--- src/verilog/sflash_read_map.svh ---
// Opcodes, address layout, reset values and timing figures of the read block
`ifndef SFLASH_READ_MAP_SVH
`define SFLASH_READ_MAP_SVH

// Read opcodes
`define OP_READ_LEGACY 8'hE8
`define OP_READ_FAST 8'h0B
`define OP_READ_SLOW 8'h03
`define OP_READ_PAGE 8'hD2

// Bit counts per phase, as last index counting down to zero
`define OPCODE_LAST_BIT 6'h07
`define ADDR_LAST_BIT 6'h17
`define DUMMY_ONE_LAST_BIT 6'h07
`define DUMMY_FOUR_LAST_BIT 6'h1F
`define BYTE_LAST_BIT 3'h7

// Main-memory address layout, 264-byte pages
`define STD_PAGE_MSB 17
`define STD_PAGE_LSB 9
`define STD_BYTE_MSB 8
// Main-memory address layout, 256-byte pages
`define BIN_PAGE_MSB 16
`define BIN_PAGE_LSB 8
`define BIN_BYTE_MSB 7
// Last byte of a page in each layout
`define STD_PAGE_LAST_BYTE 9'h107
`define BIN_PAGE_LAST_BYTE 9'h0FF

// Prefetch buffer shape
`define BYTE_W 8
`define FIFO_DEPTH 32

// Synchroniser reset: chip select idles high, all else low
`define SYNC_RESET 4'h8

// Clock figures in MHz
`define SYS_CLK_MHZ 50
`define FAST_READ_CLOCK_LIMIT_MHZ 66
`define SLOW_READ_CLOCK_LIMIT_MHZ 33

`endif

--- src/verilog/sflash_read_pkg.sv ---
// Types shared by the serial flash read block
package sflash_read_pkg;

   // Link sequencer states, Gray coded along idle-opcode-address-dummy-data
   typedef enum logic [2:0] {
      ST_IDLE = 3'h0,
      ST_OPCODE = 3'h1,
      ST_ADDR = 3'h3,
      ST_DUMMY = 3'h2,
      ST_DATA = 3'h6,
      ST_SKIP = 3'h7
   } link_state_e;

   typedef logic [8:0] page_t;
   typedef logic [8:0] byte_t;

endpackage : sflash_read_pkg

--- src/verilog/stream_if.sv ---
// Valid/ready byte stream between the read sequencer and its prefetch buffer
`timescale 1ns/1ps
interface stream_if #(parameter int WIDTH = 8);
   logic valid;
   logic ready;
   logic [WIDTH-1:0] data;

   modport src (output valid, output data, input ready);
   modport snk (input valid, input data, output ready);
endinterface : stream_if

--- src/verilog/byte_fifo.sv ---
// Synchronous FIFO with flush, valid/ready on both sides
`timescale 1ns/1ps
module byte_fifo #(
   parameter int WIDTH = 8,
   parameter int DEPTH = 32
) (
   input wire logic clk, // Clock
   input wire logic rst, // Asynchronous reset, active high
   input wire logic flush, // Drops all stored words
   stream_if.snk in_s, // Filling side
   stream_if.src out_s // Draining side
);
   localparam int AW = $clog2(DEPTH);

   logic [WIDTH-1:0] mem [DEPTH];
   logic [AW-1:0] wr_ptr_r, wr_ptr_nxt;
   logic [AW-1:0] rd_ptr_r, rd_ptr_nxt;
   logic [AW:0] count_r, count_nxt;
   logic push;
   logic pop;

   // Honest flags from the occupancy count, with ready also masked by flush
   assign in_s.ready = (count_r != (AW+1)'(DEPTH)) && !flush;
   assign out_s.valid = (count_r != '0);
   assign out_s.data = mem[rd_ptr_r];
   assign push = in_s.valid && in_s.ready;
   assign pop = out_s.valid && out_s.ready && !flush;

   // Pointer and count update; flush beats both sides
   always_comb begin
      wr_ptr_nxt = push ? AW'(wr_ptr_r + 1'b1) : wr_ptr_r;
      rd_ptr_nxt = pop ? AW'(rd_ptr_r + 1'b1) : rd_ptr_r;
      count_nxt = (AW+1)'(count_r + {AW'(0), push} - {AW'(0), pop});
      if (flush) begin
         wr_ptr_nxt = '0;
         rd_ptr_nxt = '0;
         count_nxt = '0;
      end
   end

   always_ff @(posedge clk or posedge rst) begin
      if (rst) begin
         wr_ptr_r <= '0;
         rd_ptr_r <= '0;
         count_r <= '0;
      end else begin
         wr_ptr_r <= wr_ptr_nxt;
         rd_ptr_r <= rd_ptr_nxt;
         count_r <= count_nxt;
      end
   end

   // Storage has no reset; only written words are ever read
   always_ff @(posedge clk) begin
      if (push) begin
         mem[wr_ptr_r] <= in_s.data;
      end
   end
endmodule : byte_fifo

--- src/verilog/sflash_read.sv ---
// Serial flash main-memory read sequencer with prefetch buffer
`timescale 1ns/1ps
`include "sflash_read_map.svh"

module sflash_read (
   input wire logic sys_clk, // System clock, 50 MHz
   input wire logic rst, // Asynchronous reset, active high
   input wire logic chip_select_n, // Host chip select, active low
   input wire logic serial_clk, // Host serial clock
   input wire logic serial_in, // Host serial data to device
   output logic serial_out, // Serial data to host
   output logic serial_out_oe, // Serial output driven while high
   input wire logic page_size_bin, // High selects 256-byte page layout
   output logic mem_rd_en, // One-cycle array read strobe
   output sflash_read_pkg::page_t mem_page, // Array page of the read
   output sflash_read_pkg::byte_t mem_byte, // Byte within that page
   input wire logic [7:0] mem_rd_data // Array byte, one cycle after strobe
);

   // ****************************************************************
   // Pin synchronisers and edge detection
   // ****************************************************************

   logic [3:0] sync1_r, sync1_nxt;
   logic [3:0] sync2_r, sync2_nxt;
   logic [1:0] prev_r, prev_nxt;
   logic cs_n_s;
   logic sck_s;
   logic si_s;
   logic bin_s;
   logic sck_rise;
   logic sck_fall;
   logic cs_fall;

   // The host pins move with no relation to sys_clk, so each one is
   // retimed before use. Sampling all four through the same depth keeps
   // data and clock in step: a bit on serial_in is always seen in the
   // same cycle as the serial clock edge that qualifies it.
   // Two stages for every pin; only the second stage is looked at
   always_comb begin
      sync1_nxt = {chip_select_n, serial_clk, serial_in, page_size_bin};
      sync2_nxt = sync1_r;
      prev_nxt = {sync2_r[3], sync2_r[2]};
   end

   always_ff @(posedge sys_clk or posedge rst) begin
      if (rst) begin
         sync1_r <= `SYNC_RESET;
         sync2_r <= `SYNC_RESET;
         prev_r <= 2'h2;
      end else begin
         sync1_r <= sync1_nxt;
         sync2_r <= sync2_nxt;
         prev_r <= prev_nxt;
      end
   end

   assign cs_n_s = sync2_r[3];
   assign sck_s = sync2_r[2];
   assign si_s = sync2_r[1];
   assign bin_s = sync2_r[0];

   // The previous-value register resets to select high and clock low. In
   // mode 3 this shows a false rise once the clock is raised, but that
   // happens with select high and the idle state ignores it.
   // Edges of the sampled serial clock; idle level does not matter
   assign sck_rise = sck_s && !prev_r[0];
   assign sck_fall = !sck_s && prev_r[0];
   assign cs_fall = prev_r[1] && !cs_n_s;

   // ****************************************************************
   // Prefetch buffer
   // ****************************************************************

   // The buffer hides the array latency from the link. The sequencer only
   // takes a byte when a new one is due on the serial output, and the
   // fetch side keeps refilling while there is room, so a page or array
   // crossing costs no extra serial clocks.
   stream_if #(.WIDTH(`BYTE_W)) fill_s ();
   stream_if #(.WIDTH(`BYTE_W)) drain_s ();
   logic flush;

   byte_fifo #(
      .WIDTH(`BYTE_W),
      .DEPTH(`FIFO_DEPTH)
   ) u_fifo (
      .clk(sys_clk),
      .rst(rst),
      .flush(flush),
      .in_s(fill_s),
      .out_s(drain_s)
   );

   // ****************************************************************
   // Link sequencer
   // ****************************************************************

   sflash_read_pkg::link_state_e state_r, state_nxt;
   logic [5:0] bit_cnt_r, bit_cnt_nxt;
   logic [7:0] opcode_r, opcode_nxt;
   logic [23:0] addr_r, addr_nxt;
   logic [7:0] out_r, out_nxt;
   logic [2:0] out_cnt_r, out_cnt_nxt;
   logic so_r, so_nxt;
   logic start;
   logic pop;
   logic [7:0] op_in;
   logic [23:0] addr_in;

   // Bits assembled MSB first from the sampled input
   assign op_in = {opcode_r[6:0], si_s};
   assign addr_in = {addr_r[22:0], si_s};

   // Limitation: every serial clock level must last at least four sys_clk
   // cycles, since each edge is found by oversampling. The fast and slow
   // read clock limits of the real link are far above what this block
   // can follow; they are kept as constants only.
   // Command parsing on rising edges, data shifting on falling edges
   always_comb begin
      state_nxt = state_r;
      bit_cnt_nxt = bit_cnt_r;
      opcode_nxt = opcode_r;
      addr_nxt = addr_r;
      out_nxt = out_r;
      out_cnt_nxt = out_cnt_r;
      so_nxt = so_r;
      start = 1'b0;
      pop = 1'b0;
      if (cs_n_s) begin
         state_nxt = sflash_read_pkg::ST_IDLE;
         out_cnt_nxt = 3'h0;
      end else begin
         unique case (state_r)
            sflash_read_pkg::ST_IDLE: begin
               // Only a real falling edge of chip select opens a command
               if (cs_fall) begin
                  state_nxt = sflash_read_pkg::ST_OPCODE;
                  bit_cnt_nxt = `OPCODE_LAST_BIT;
               end
            end
            sflash_read_pkg::ST_OPCODE: begin
               if (sck_rise) begin
                  opcode_nxt = op_in;
                  bit_cnt_nxt = bit_cnt_r - 6'h01;
                  if (bit_cnt_r == 6'h00) begin
                     bit_cnt_nxt = `ADDR_LAST_BIT;
                     // Commands other than the four reads are ignored here
                     if (op_in == `OP_READ_LEGACY || op_in == `OP_READ_FAST ||
                         op_in == `OP_READ_SLOW || op_in == `OP_READ_PAGE) begin
                        state_nxt = sflash_read_pkg::ST_ADDR;
                     end else begin
                        state_nxt = sflash_read_pkg::ST_SKIP;
                     end
                  end
               end
            end
            sflash_read_pkg::ST_ADDR: begin
               if (sck_rise) begin
                  addr_nxt = addr_in;
                  bit_cnt_nxt = bit_cnt_r - 6'h01;
                  if (bit_cnt_r == 6'h00) begin
                     // Load the counter now so prefetch overlaps dummy bytes
                     start = 1'b1;
                     if (opcode_r == `OP_READ_SLOW) begin
                        state_nxt = sflash_read_pkg::ST_DATA;
                     end else if (opcode_r == `OP_READ_FAST) begin
                        state_nxt = sflash_read_pkg::ST_DUMMY;
                        bit_cnt_nxt = `DUMMY_ONE_LAST_BIT;
                     end else begin
                        state_nxt = sflash_read_pkg::ST_DUMMY;
                        bit_cnt_nxt = `DUMMY_FOUR_LAST_BIT;
                     end
                  end
               end
            end
            sflash_read_pkg::ST_DUMMY: begin
               if (sck_rise) begin
                  bit_cnt_nxt = bit_cnt_r - 6'h01;
                  if (bit_cnt_r == 6'h00) begin
                     state_nxt = sflash_read_pkg::ST_DATA;
                  end
               end
            end
            sflash_read_pkg::ST_DATA: begin
               // New bit after each falling edge so the host samples on rising
               if (sck_fall) begin
                  if (out_cnt_r == 3'h0) begin
                     // An empty buffer holds the line rather than send junk
                     if (drain_s.valid) begin
                        pop = 1'b1;
                        so_nxt = drain_s.data[7];
                        out_nxt = {drain_s.data[6:0], 1'b0};
                        out_cnt_nxt = `BYTE_LAST_BIT;
                     end
                  end else begin
                     so_nxt = out_r[7];
                     out_nxt = {out_r[6:0], 1'b0};
                     out_cnt_nxt = out_cnt_r - 3'h1;
                  end
               end
            end
            sflash_read_pkg::ST_SKIP: begin
               // Unsupported command: wait for chip select to rise
               state_nxt = sflash_read_pkg::ST_SKIP;
            end
            default: begin
               state_nxt = sflash_read_pkg::ST_IDLE;
            end
         endcase
      end
   end

   always_ff @(posedge sys_clk or posedge rst) begin
      if (rst) begin
         state_r <= sflash_read_pkg::ST_IDLE;
         bit_cnt_r <= 6'h00;
         opcode_r <= 8'h00;
         addr_r <= 24'h000000;
         out_r <= 8'h00;
         out_cnt_r <= 3'h0;
         so_r <= 1'b0;
      end else begin
         state_r <= state_nxt;
         bit_cnt_r <= bit_cnt_nxt;
         opcode_r <= opcode_nxt;
         addr_r <= addr_nxt;
         out_r <= out_nxt;
         out_cnt_r <= out_cnt_nxt;
         so_r <= so_nxt;
      end
   end

   // The enable follows the synchronised select, so it drops one to two
   // sys_clk cycles after the pin rises; the serial output itself keeps
   // its last bit, since only the enable tells the pad to float.
   // Output floats outside the data phase and as soon as the synchronised select rises
   assign serial_out = so_r;
   assign serial_out_oe = (state_r == sflash_read_pkg::ST_DATA) && !cs_n_s;
   assign drain_s.ready = pop;

   // ****************************************************************
   // Array address counter and fetch
   // ****************************************************************

   sflash_read_pkg::page_t page_r, page_nxt;
   sflash_read_pkg::byte_t byte_r, byte_nxt;
   logic on_r, on_nxt;
   logic pend_r, pend_nxt;
   logic bin_r, bin_nxt;
   logic page_mode_r, page_mode_nxt;
   sflash_read_pkg::byte_t last_byte;

   // Only one array read is ever in flight. This halves the fetch rate,
   // but the free-slot test stays exact without a credit counter, and one
   // byte every two cycles is still far ahead of the link.
   // A new command or a deselect discards any prefetched bytes
   assign flush = start || cs_n_s;
   assign last_byte = bin_r ? `BIN_PAGE_LAST_BYTE : `STD_PAGE_LAST_BYTE;

   // Start address decode, then one array read per free buffer slot
   always_comb begin
      page_nxt = page_r;
      byte_nxt = byte_r;
      on_nxt = on_r;
      pend_nxt = 1'b0;
      bin_nxt = bin_r;
      page_mode_nxt = page_mode_r;
      mem_rd_en = 1'b0;
      if (start) begin
         on_nxt = 1'b1;
         bin_nxt = bin_s;
         page_mode_nxt = (opcode_r == `OP_READ_PAGE);
         if (bin_s) begin
            page_nxt = addr_in[`BIN_PAGE_MSB:`BIN_PAGE_LSB];
            byte_nxt = {1'b0, addr_in[`BIN_BYTE_MSB:0]};
         end else begin
            page_nxt = addr_in[`STD_PAGE_MSB:`STD_PAGE_LSB];
            byte_nxt = addr_in[`STD_BYTE_MSB:0];
         end
      end else if (cs_n_s) begin
         on_nxt = 1'b0;
      end else if (on_r && fill_s.ready && !pend_r) begin
         // One read in flight keeps the free-slot check exact
         mem_rd_en = 1'b1;
         pend_nxt = 1'b1;
         if (byte_r >= last_byte) begin
            byte_nxt = 9'h000;
            if (!page_mode_r) begin
               page_nxt = page_r + 9'h001;
            end
         end else begin
            byte_nxt = byte_r + 9'h001;
         end
      end
   end

   always_ff @(posedge sys_clk or posedge rst) begin
      if (rst) begin
         page_r <= 9'h000;
         byte_r <= 9'h000;
         on_r <= 1'b0;
         pend_r <= 1'b0;
         bin_r <= 1'b0;
         page_mode_r <= 1'b0;
      end else begin
         page_r <= page_nxt;
         byte_r <= byte_nxt;
         on_r <= on_nxt;
         pend_r <= pend_nxt;
         bin_r <= bin_nxt;
         page_mode_r <= page_mode_nxt;
      end
   end

   // A read still in flight when select rises or a new command starts is
   // dropped here by the flush, so it can never leak into the next frame.
   // Array answers one cycle after the strobe; stale answers are dropped
   assign mem_page = page_r;
   assign mem_byte = byte_r;
   assign fill_s.valid = pend_r && !flush;
   assign fill_s.data = mem_rd_data;

endmodule : sflash_read

--- config.mk ---
export PLATFORM = sky130hd
export DESIGN_NAME = sflash_read
export DESIGN_NICKNAME = d
export VERILOG_FILES = /design/src/verilog/sflash_read_pkg.sv /design/src/verilog/stream_if.sv /design/src/verilog/byte_fifo.sv /design/src/verilog/sflash_read.sv
export VERILOG_INCLUDE_DIRS = /design/src /design/src/verilog
export SDC_FILE = /design/constraint.sdc
export NUM_CORES = 1
export LEC_CHECK = 0
export ABC_AREA = 1
export BUFFER_PORTS_ARGS = -buffer_cell sky130_fd_sc_hd__buf_4
export CAP_MARGIN = 20
export CORE_MARGIN = 4
export CORE_UTILIZATION = 40
export DETAILED_ROUTE_END_ITERATION = 16
export SLEW_MARGIN = 20
export SYNTH_ARGS = -nofsm -noshare
export SYNTH_HDL_FRONTEND = slang
export SYNTH_SLANG_ARGS = --single-unit
--- constraint.sdc ---
create_clock -name sys_clk -period 4.8 [get_ports sys_clk]
set_input_delay 0.96 -clock sys_clk [delete_from_list [all_inputs] [get_ports sys_clk]]
set_output_delay 0.96 -clock sys_clk [all_outputs]
set_load 0.02 [all_outputs]
==> flow_summary.ini, run 1 <==
[worst_setup_path]
rr_startpoint = out_cnt_r[0]$_DFFE_PP0P_
critPathKind = reg -> out
reg2reg_to = u_fifo.count_r[4]$_DFF_PP0_
r2r_cells = 14
cp_max_fo = 13
critPathLaunchType = flop
slowest_stage = dfrtp_1
worstPathRequired_ps = 3840
worstPathArrival_ps = 2550
end_kind = primary output
path_delay_family = buffers and inverters
startpoint = bit_cnt_r[0]$_DFFE_PP0P_
cp-endpoint = mem_rd_en
cpPeakStageDelay_ps = 320
regToRegSetupSlack_ps = 1640
cp_cell_sequence = inv_1 > ha_1 > nand4_4 > inv_1 > nand2_1 > nand2_2 > inv_2 > nand3_2 > inv_1 > buf_4
cp.depth = 10
path_buf_inv = 5
cp_common_cell = inv_1

[hold_path]
hp-class = reg -> reg

[power]
power_leakage_nw = 7.451
power_density_nw_per_um2 = 376.8
peakVddDrop_uv = 239.7

[finish]
diodes = 0
syn_to_final_growth_pct = 12.77
layout-drive-gt1-share_pct = 7.899
fillers = 3645
layout.nets = 1683

[cts]
cts_tree = done
postCtsHoldBufs = 0
htreeDepth = 2
cts_resized = 0
clk_path_buf_depth = 3
numCtsBuffers = 39
postCtsSetupBuffers = 0
clkTransAtPathRegs_ps = 60
clock_latency_ps = 540
clock-sinks = 349
cts_root_buf = clkbuf_16

[timing]
maxSlewViolCount = 0
finalHoldViolations = 0
setup_viol = 0
skew_ps = 18.62
clock.fmax_mhz = 284.9
rsz0062_at_grt = no
worst_hold_slack_ps = 348.9
worstMarginPinSlew_ps = 971.2
period_share_pct = 73.13
fin_crit_ps = 3510
setup_tns_ps = 0
slew_headroom_pct = 35.16

[grt]
grt-ovfl-total = 0
grt_util_met1_pct = 25.82
antenna_found_initial = 0
track_usage_pct = 17.89
grt_pass1_wl_um = 60170
busiest_layer = met2
grt_pass1_vias = 10830
met2_usage_pct = 28.47
grt_util_met3_pct = 3.015
grt_max_degree = 84

[floorplan]
die-height_um = 206.6
rows = 72
coreArea_sq_um = 38830
die_w_um = 206.6
start_util_pct = 40.62
ios = 35
die_area_sq_um = 42670

[logic_synthesis]
avgSynthCellArea_sq_um = 9.729
ys_seq_area_share_pct = 63.53
syn_inst = 1621
syn_area_sq_um = 15770
synthXorXnorAreaFrac_pct = 0.8331
synth-compound-area-share_pct = 5.117
netlist_top_cells_area = edfxtp_1 (49%), dfrtp_1 (14%), nand2_1 (11%), nand3_1 (5.8%), inv_1 (4.0%)
syn-num-nets = 1662
yosys.area_share.adder_pct = 2.190
yosys.cell_types.count = 40
synth-seq-cells = 349
synth_top_family_by_area = simple AND/OR/NAND/NOR gates
synth_mux_area_share_pct = 0.1269
synth_top_area_share_pct = 48.75
synth_top_area_cell = edfxtp_1
synth_warnings = 0
synth-simple-area-share_pct = 22.35

[run]
maxCapViolCount = 0

[drt]
ant_nets = 0
first_pass_iters = 6
wire_per_inst_um = 17.33
via_per_inst = 5.103
drt_iter0_drc = 942
drc = 0
vias = 11170
drt_wl_total_um = 37940

[place]
io_buffers = 34
dp_hpwl_um = 23800
gp_congestion = 0.8812

[run_status]
outcome = finished, final reports clean
cell usage in the layout (no fill, tap or decap), types with 5 or more instances in the layout:
cell / n
clkinv_2: 6
clkbuf_1: 13
nand3_1: 184
clkbuf_16: 40
o21ai_0: 81
inv_2: 6
xor2_1: 13
dfrtp_1: 88
ha_1: 26
clkbuf_8: 7
inv_1: 165
o211ai_1: 5
nor2_1: 136
buf_4: 40
a21oi_1: 48
nand2_1: 472
nand4_1: 14
nor3_1: 13
edfxtp_1: 256
o22ai_1: 8
cell families after synthesis:
| family | Yosys count |
|---|---|
| AND/OR/NAND/NOR | 839 |
| flip-flops | 349 |
| buffers and inverters | 238 |
| AO/OA/AOI/OAI | 151 |
| adder cells (fa/ha/maj) | 27 |
| XOR/XNOR | 15 |
| multiplexers | 2 |
worst min-delay path by stage:
stage | slack [ps] | depth (start not counted) | start | end
2_1_floorplan | 330 | 0 | sync1_r[0]$_DFF_PP0_ | sync2_r[0]$_DFF_PP0_
3_3_place_gp | 340 | 0 | sync1_r[1]$_DFF_PP0_ | sync2_r[1]$_DFF_PP0_
3_5_place_dp | 340 | 0 | sync1_r[2]$_DFF_PP0_ | sync2_r[2]$_DFF_PP0_
6_report | 350 | 0 | sync1_r[0]$_DFF_PP0_ | sync2_r[0]$_DFF_PP0_
5_1_grt | 360 | 0 | sync1_r[2]$_DFF_PP0_ | sync2_r[2]$_DFF_PP0_
4_1_cts | 350 | 0 | sync1_r[0]$_DFF_PP0_ | sync2_r[0]$_DFF_PP0_
cell type report:
cell class	count	area, sq um	share of cell area [%]
Timing Repair Buffer	41	320.3	1.801
Clock buffer	60	1146	6.444
Clock inverter	10	140.1	0.7880
Tap cell	518	648.1	3.644
Sequential cell	349	10020	56.36
Multi-Input combinational cell	1034	4838	27.21
Inverter	177	668.1	3.757
registers in the layout, indices dropped and copies added, names as in the netlist:
register	flops
out_r	7
prev_r	2
on_r	1
serial_out	1
u_fifo.wr_ptr_r	5
sync1_r	4
u_fifo.count_r	6
out_cnt_r	3
u_fifo.mem	256
addr_r	17
opcode_r	8
bin_r	1
pend_r	1
mem_byte	9
state_r	3
sync2_r	4
page_mode_r	1
mem_page	9
u_fifo.rd_ptr_r	5
bit_cnt_r	6
Yosys cell counts (all sizes together):
cell,number
nand4,15
nand3b,2
o21ba,1
or2,2
nor2,143
nand3,185
ha,26
a21oi,49
mux2i,2
dfrtp,90
xnor2,2
edfxtp,256
fa,1
a31o,1
a31oi,3
o21ai,82
clkbuf,38
a21o,1
o211ai,5
nand2,477
buf,23
o31ai,1
clkinv,5
nor3,15
xor2,13
o22ai,8
dfstp,3
inv,172
worst register-to-register path, delay by kind of cell (launching register included):
kind,cells,cell delay [ps]
buf+inv,4,520
compound gates,2,290
simple gates,3,750
xor+xnor,1,140
flops,1,350
fa+ha+maj,4,1010
power by group:
group	switching [mW]	internal [mW]
clock network	1.18	1.81
logic	0.251	0.100
registers	0.0602	3.30
metal layers:
layer  routed length [um]  up-vias
met4                  678        0
met2                17730      314
met3                 2175       55
met1                17350     5387
li1                     -     5415
met5                    0        -
per-stage QoR:
| step | total power, mW | area (sq um) | util, % | setup slack (ps) | std cells |
|---|---|---|---|---|---|
| finish | 6.701 | 17780 | 45.80 | 1290 | 2189 |
| global route | 6.956 | 17780 | 45.80 | 1069 | 2189 |
| CTS | 6.767 | 17780 | 45.80 | 1235 | 2189 |
| detailed placement | 3.775 | 16500 | 42.49 | 1646 | 2119 |
| global placement | 3.770 | 16490 | 42.47 | 1710 | 2119 |
| floorplan | 3.651 | 15770 | - | 1425 | 1621 |
(Power assumes the default switching activity.)
==> inputs of run 2 (changes only) <==
==> constraint.sdc (replaced) <==
create_clock -name sys_clk -period 3.3 [get_ports sys_clk]
set_input_delay 0.66 -clock sys_clk [delete_from_list [all_inputs] [get_ports sys_clk]]
set_output_delay 0.66 -clock sys_clk [all_outputs]
set_load 0.02 [all_outputs]
==> flow_summary.ini, run 2 (same netlist as run 1, synthesis figures left out) <==
[timing]
skew_ps = 24.44
fin_crit_ps = 3071
maxSlewViolCount = 0
setup_tns_ps = 0
setup_viol = 0
worstMarginPinSlew_ps = 856.6
clock.fmax_mhz = 325.6
rsz0062_at_grt = no
period_share_pct = 93.07
slew_headroom_pct = 42.90
worst_hold_slack_ps = 231.6
finalHoldViolations = 0

[cts]
cts_tree = done
clkTransAtPathRegs_ps = 60
numCtsBuffers = 39
htreeDepth = 2
cts_resized = 0
clock_latency_ps = 540
postCtsSetupBuffers = 0
postCtsHoldBufs = 0
clk_path_buf_depth = 3
clock-sinks = 349
cts_root_buf = clkbuf_16

[power]
power_density_nw_per_um2 = 545.7
power_leakage_nw = 7.649
peakVddDrop_uv = 292.5
total_power_mw = 9.874

[hold_path]
hold_depth = 1
hp-class = in -> reg

[grt]
track_usage_pct = 18.29
grt-ovfl-total = 0
grt_pass1_vias = 10870
grt_max_degree = 139
grt_pass1_wl_um = 61100
antenna_found_initial = 0

[place]
dp_hpwl_um = 24150
io_buffers = 34
placed_cell_area_sq_um = 16780
gp_congestion = 0.8600

[worst_setup_path]
regToRegSetupSlack_ps = 550
end_kind = primary output
critPathKind = reg -> out
worstPathRequired_ps = 2640
cp_max_fo = 13
r2r_cells = 15
critPathLaunchType = flop
worstPathArrival_ps = 2410

[floorplan]
rows = 72
die_w_um = 206.6
coreArea_sq_um = 38830
die_area_sq_um = 42670
ios = 35
start_util_pct = 40.62
die-height_um = 206.6

[finish]
reg_top3 = u_fifo.mem (256), addr_r (17)
layout-drive-gt1-share_pct = 9.490
regMostFlops = u_fifo.mem
fin_area_sq_um = 18090
diodes = 0
mostFrequentLayoutCells = nand2_1 (472), edfxtp_1 (256), nand3_1 (184), inv_1 (165), nor2_1 (136)
largest_register_ffs = 256
layout.nets = 1717
final_common_cell = nand2_1
fillers = 3579
syn_to_final_growth_pct = 14.73

[drt]
wire_per_inst_um = 17.46
first_pass_iters = 6
vias = 11270
ant_nets = 0
drc = 0
drt_iter0_drc = 851
via_per_inst = 5.064
drt_wl_total_um = 38840

[run]
maxCapViolCount = 0

[run_status]
outcome = finished, final reports clean
==> run 2: cell count changes in the layout (fill, tap and decap cells not counted), moves of 2 or more <==
cell	previous run	this run
bufinv_16	3	6
buf_12	1	4
nor3_1	13	15
clkbuf_1	13	7
buf_4	40	71
clkinv_1	4	14
nor3_2	2	0
clkbuf_8	7	0
==> run 2: final cells by class <==
cell class / instances / area (sq um) / area share, %
Clock buffer: 47 / 1027 / 5.678
Clock inverter: 25 / 284.0 / 1.570
Inverter: 177 / 668.1 / 3.693
Tap cell: 518 / 648.1 / 3.582
Sequential cell: 349 / 10020 / 55.40
Multi-Input combinational cell: 1034 / 4828 / 26.69
Timing Repair Buffer: 75 / 613.1 / 3.389
==> run 2: stage by stage <==
step | cells | worst slack (ps) | util, %
floorplan | 1621 | 224.7 | -
global placement | 2153 | 587.3 | 43.22
detailed placement | 2153 | 566.3 | 43.22
CTS | 2225 | 180.0 | 46.60
global route | 2225 | 35.23 | 46.60
finish | 2225 | 228.7 | 46.60
==> run 2: worst max-delay path, stage by stage (launching register included) <==
cell and delay [ps]:
dfrtp_1 320, inv_1 90, ha_1 240, nand4_4 90, inv_1 70, nand2_1 80
nand2_2 120, inv_2 230, nand3_2 280, inv_1 190, buf_4 160
==> run 2: final timing paths <==
path                                           from                          end
max in group asynchronous                       rst      mem_page[3]$_DFFE_PP0P_
min reg2reg                    sync1_r[1]$_DFF_PP0_         sync2_r[1]$_DFF_PP0_
min                                   page_size_bin         sync1_r[0]$_DFF_PP0_
max                        bit_cnt_r[0]$_DFFE_PP0P_                    mem_rd_en
min in group asynchronous                       rst         sync1_r[1]$_DFF_PP0_
max reg2reg                  state_r[0]$_DFFE_PP0P_  u_fifo.count_r[4]$_DFF_PP0_
==> run 2: where the power goes <==
group	total, mW	internal, mW	switching (mW)
clock	4.45	2.70	1.75
sequential	4.89	4.80	0.0893
combinational	0.534	0.150	0.385
total	9.87	7.65	2.23
==> run 2: layer usage <==
layer	vias to the layer above	global-route usage (%)	share of wire [%]
li1	5490	-	-
met1	5403	25.70	44
met2	305	29.79	48
met3	69	2.687	5.6
met4	0	5.347	2.6
met5	-	0	0
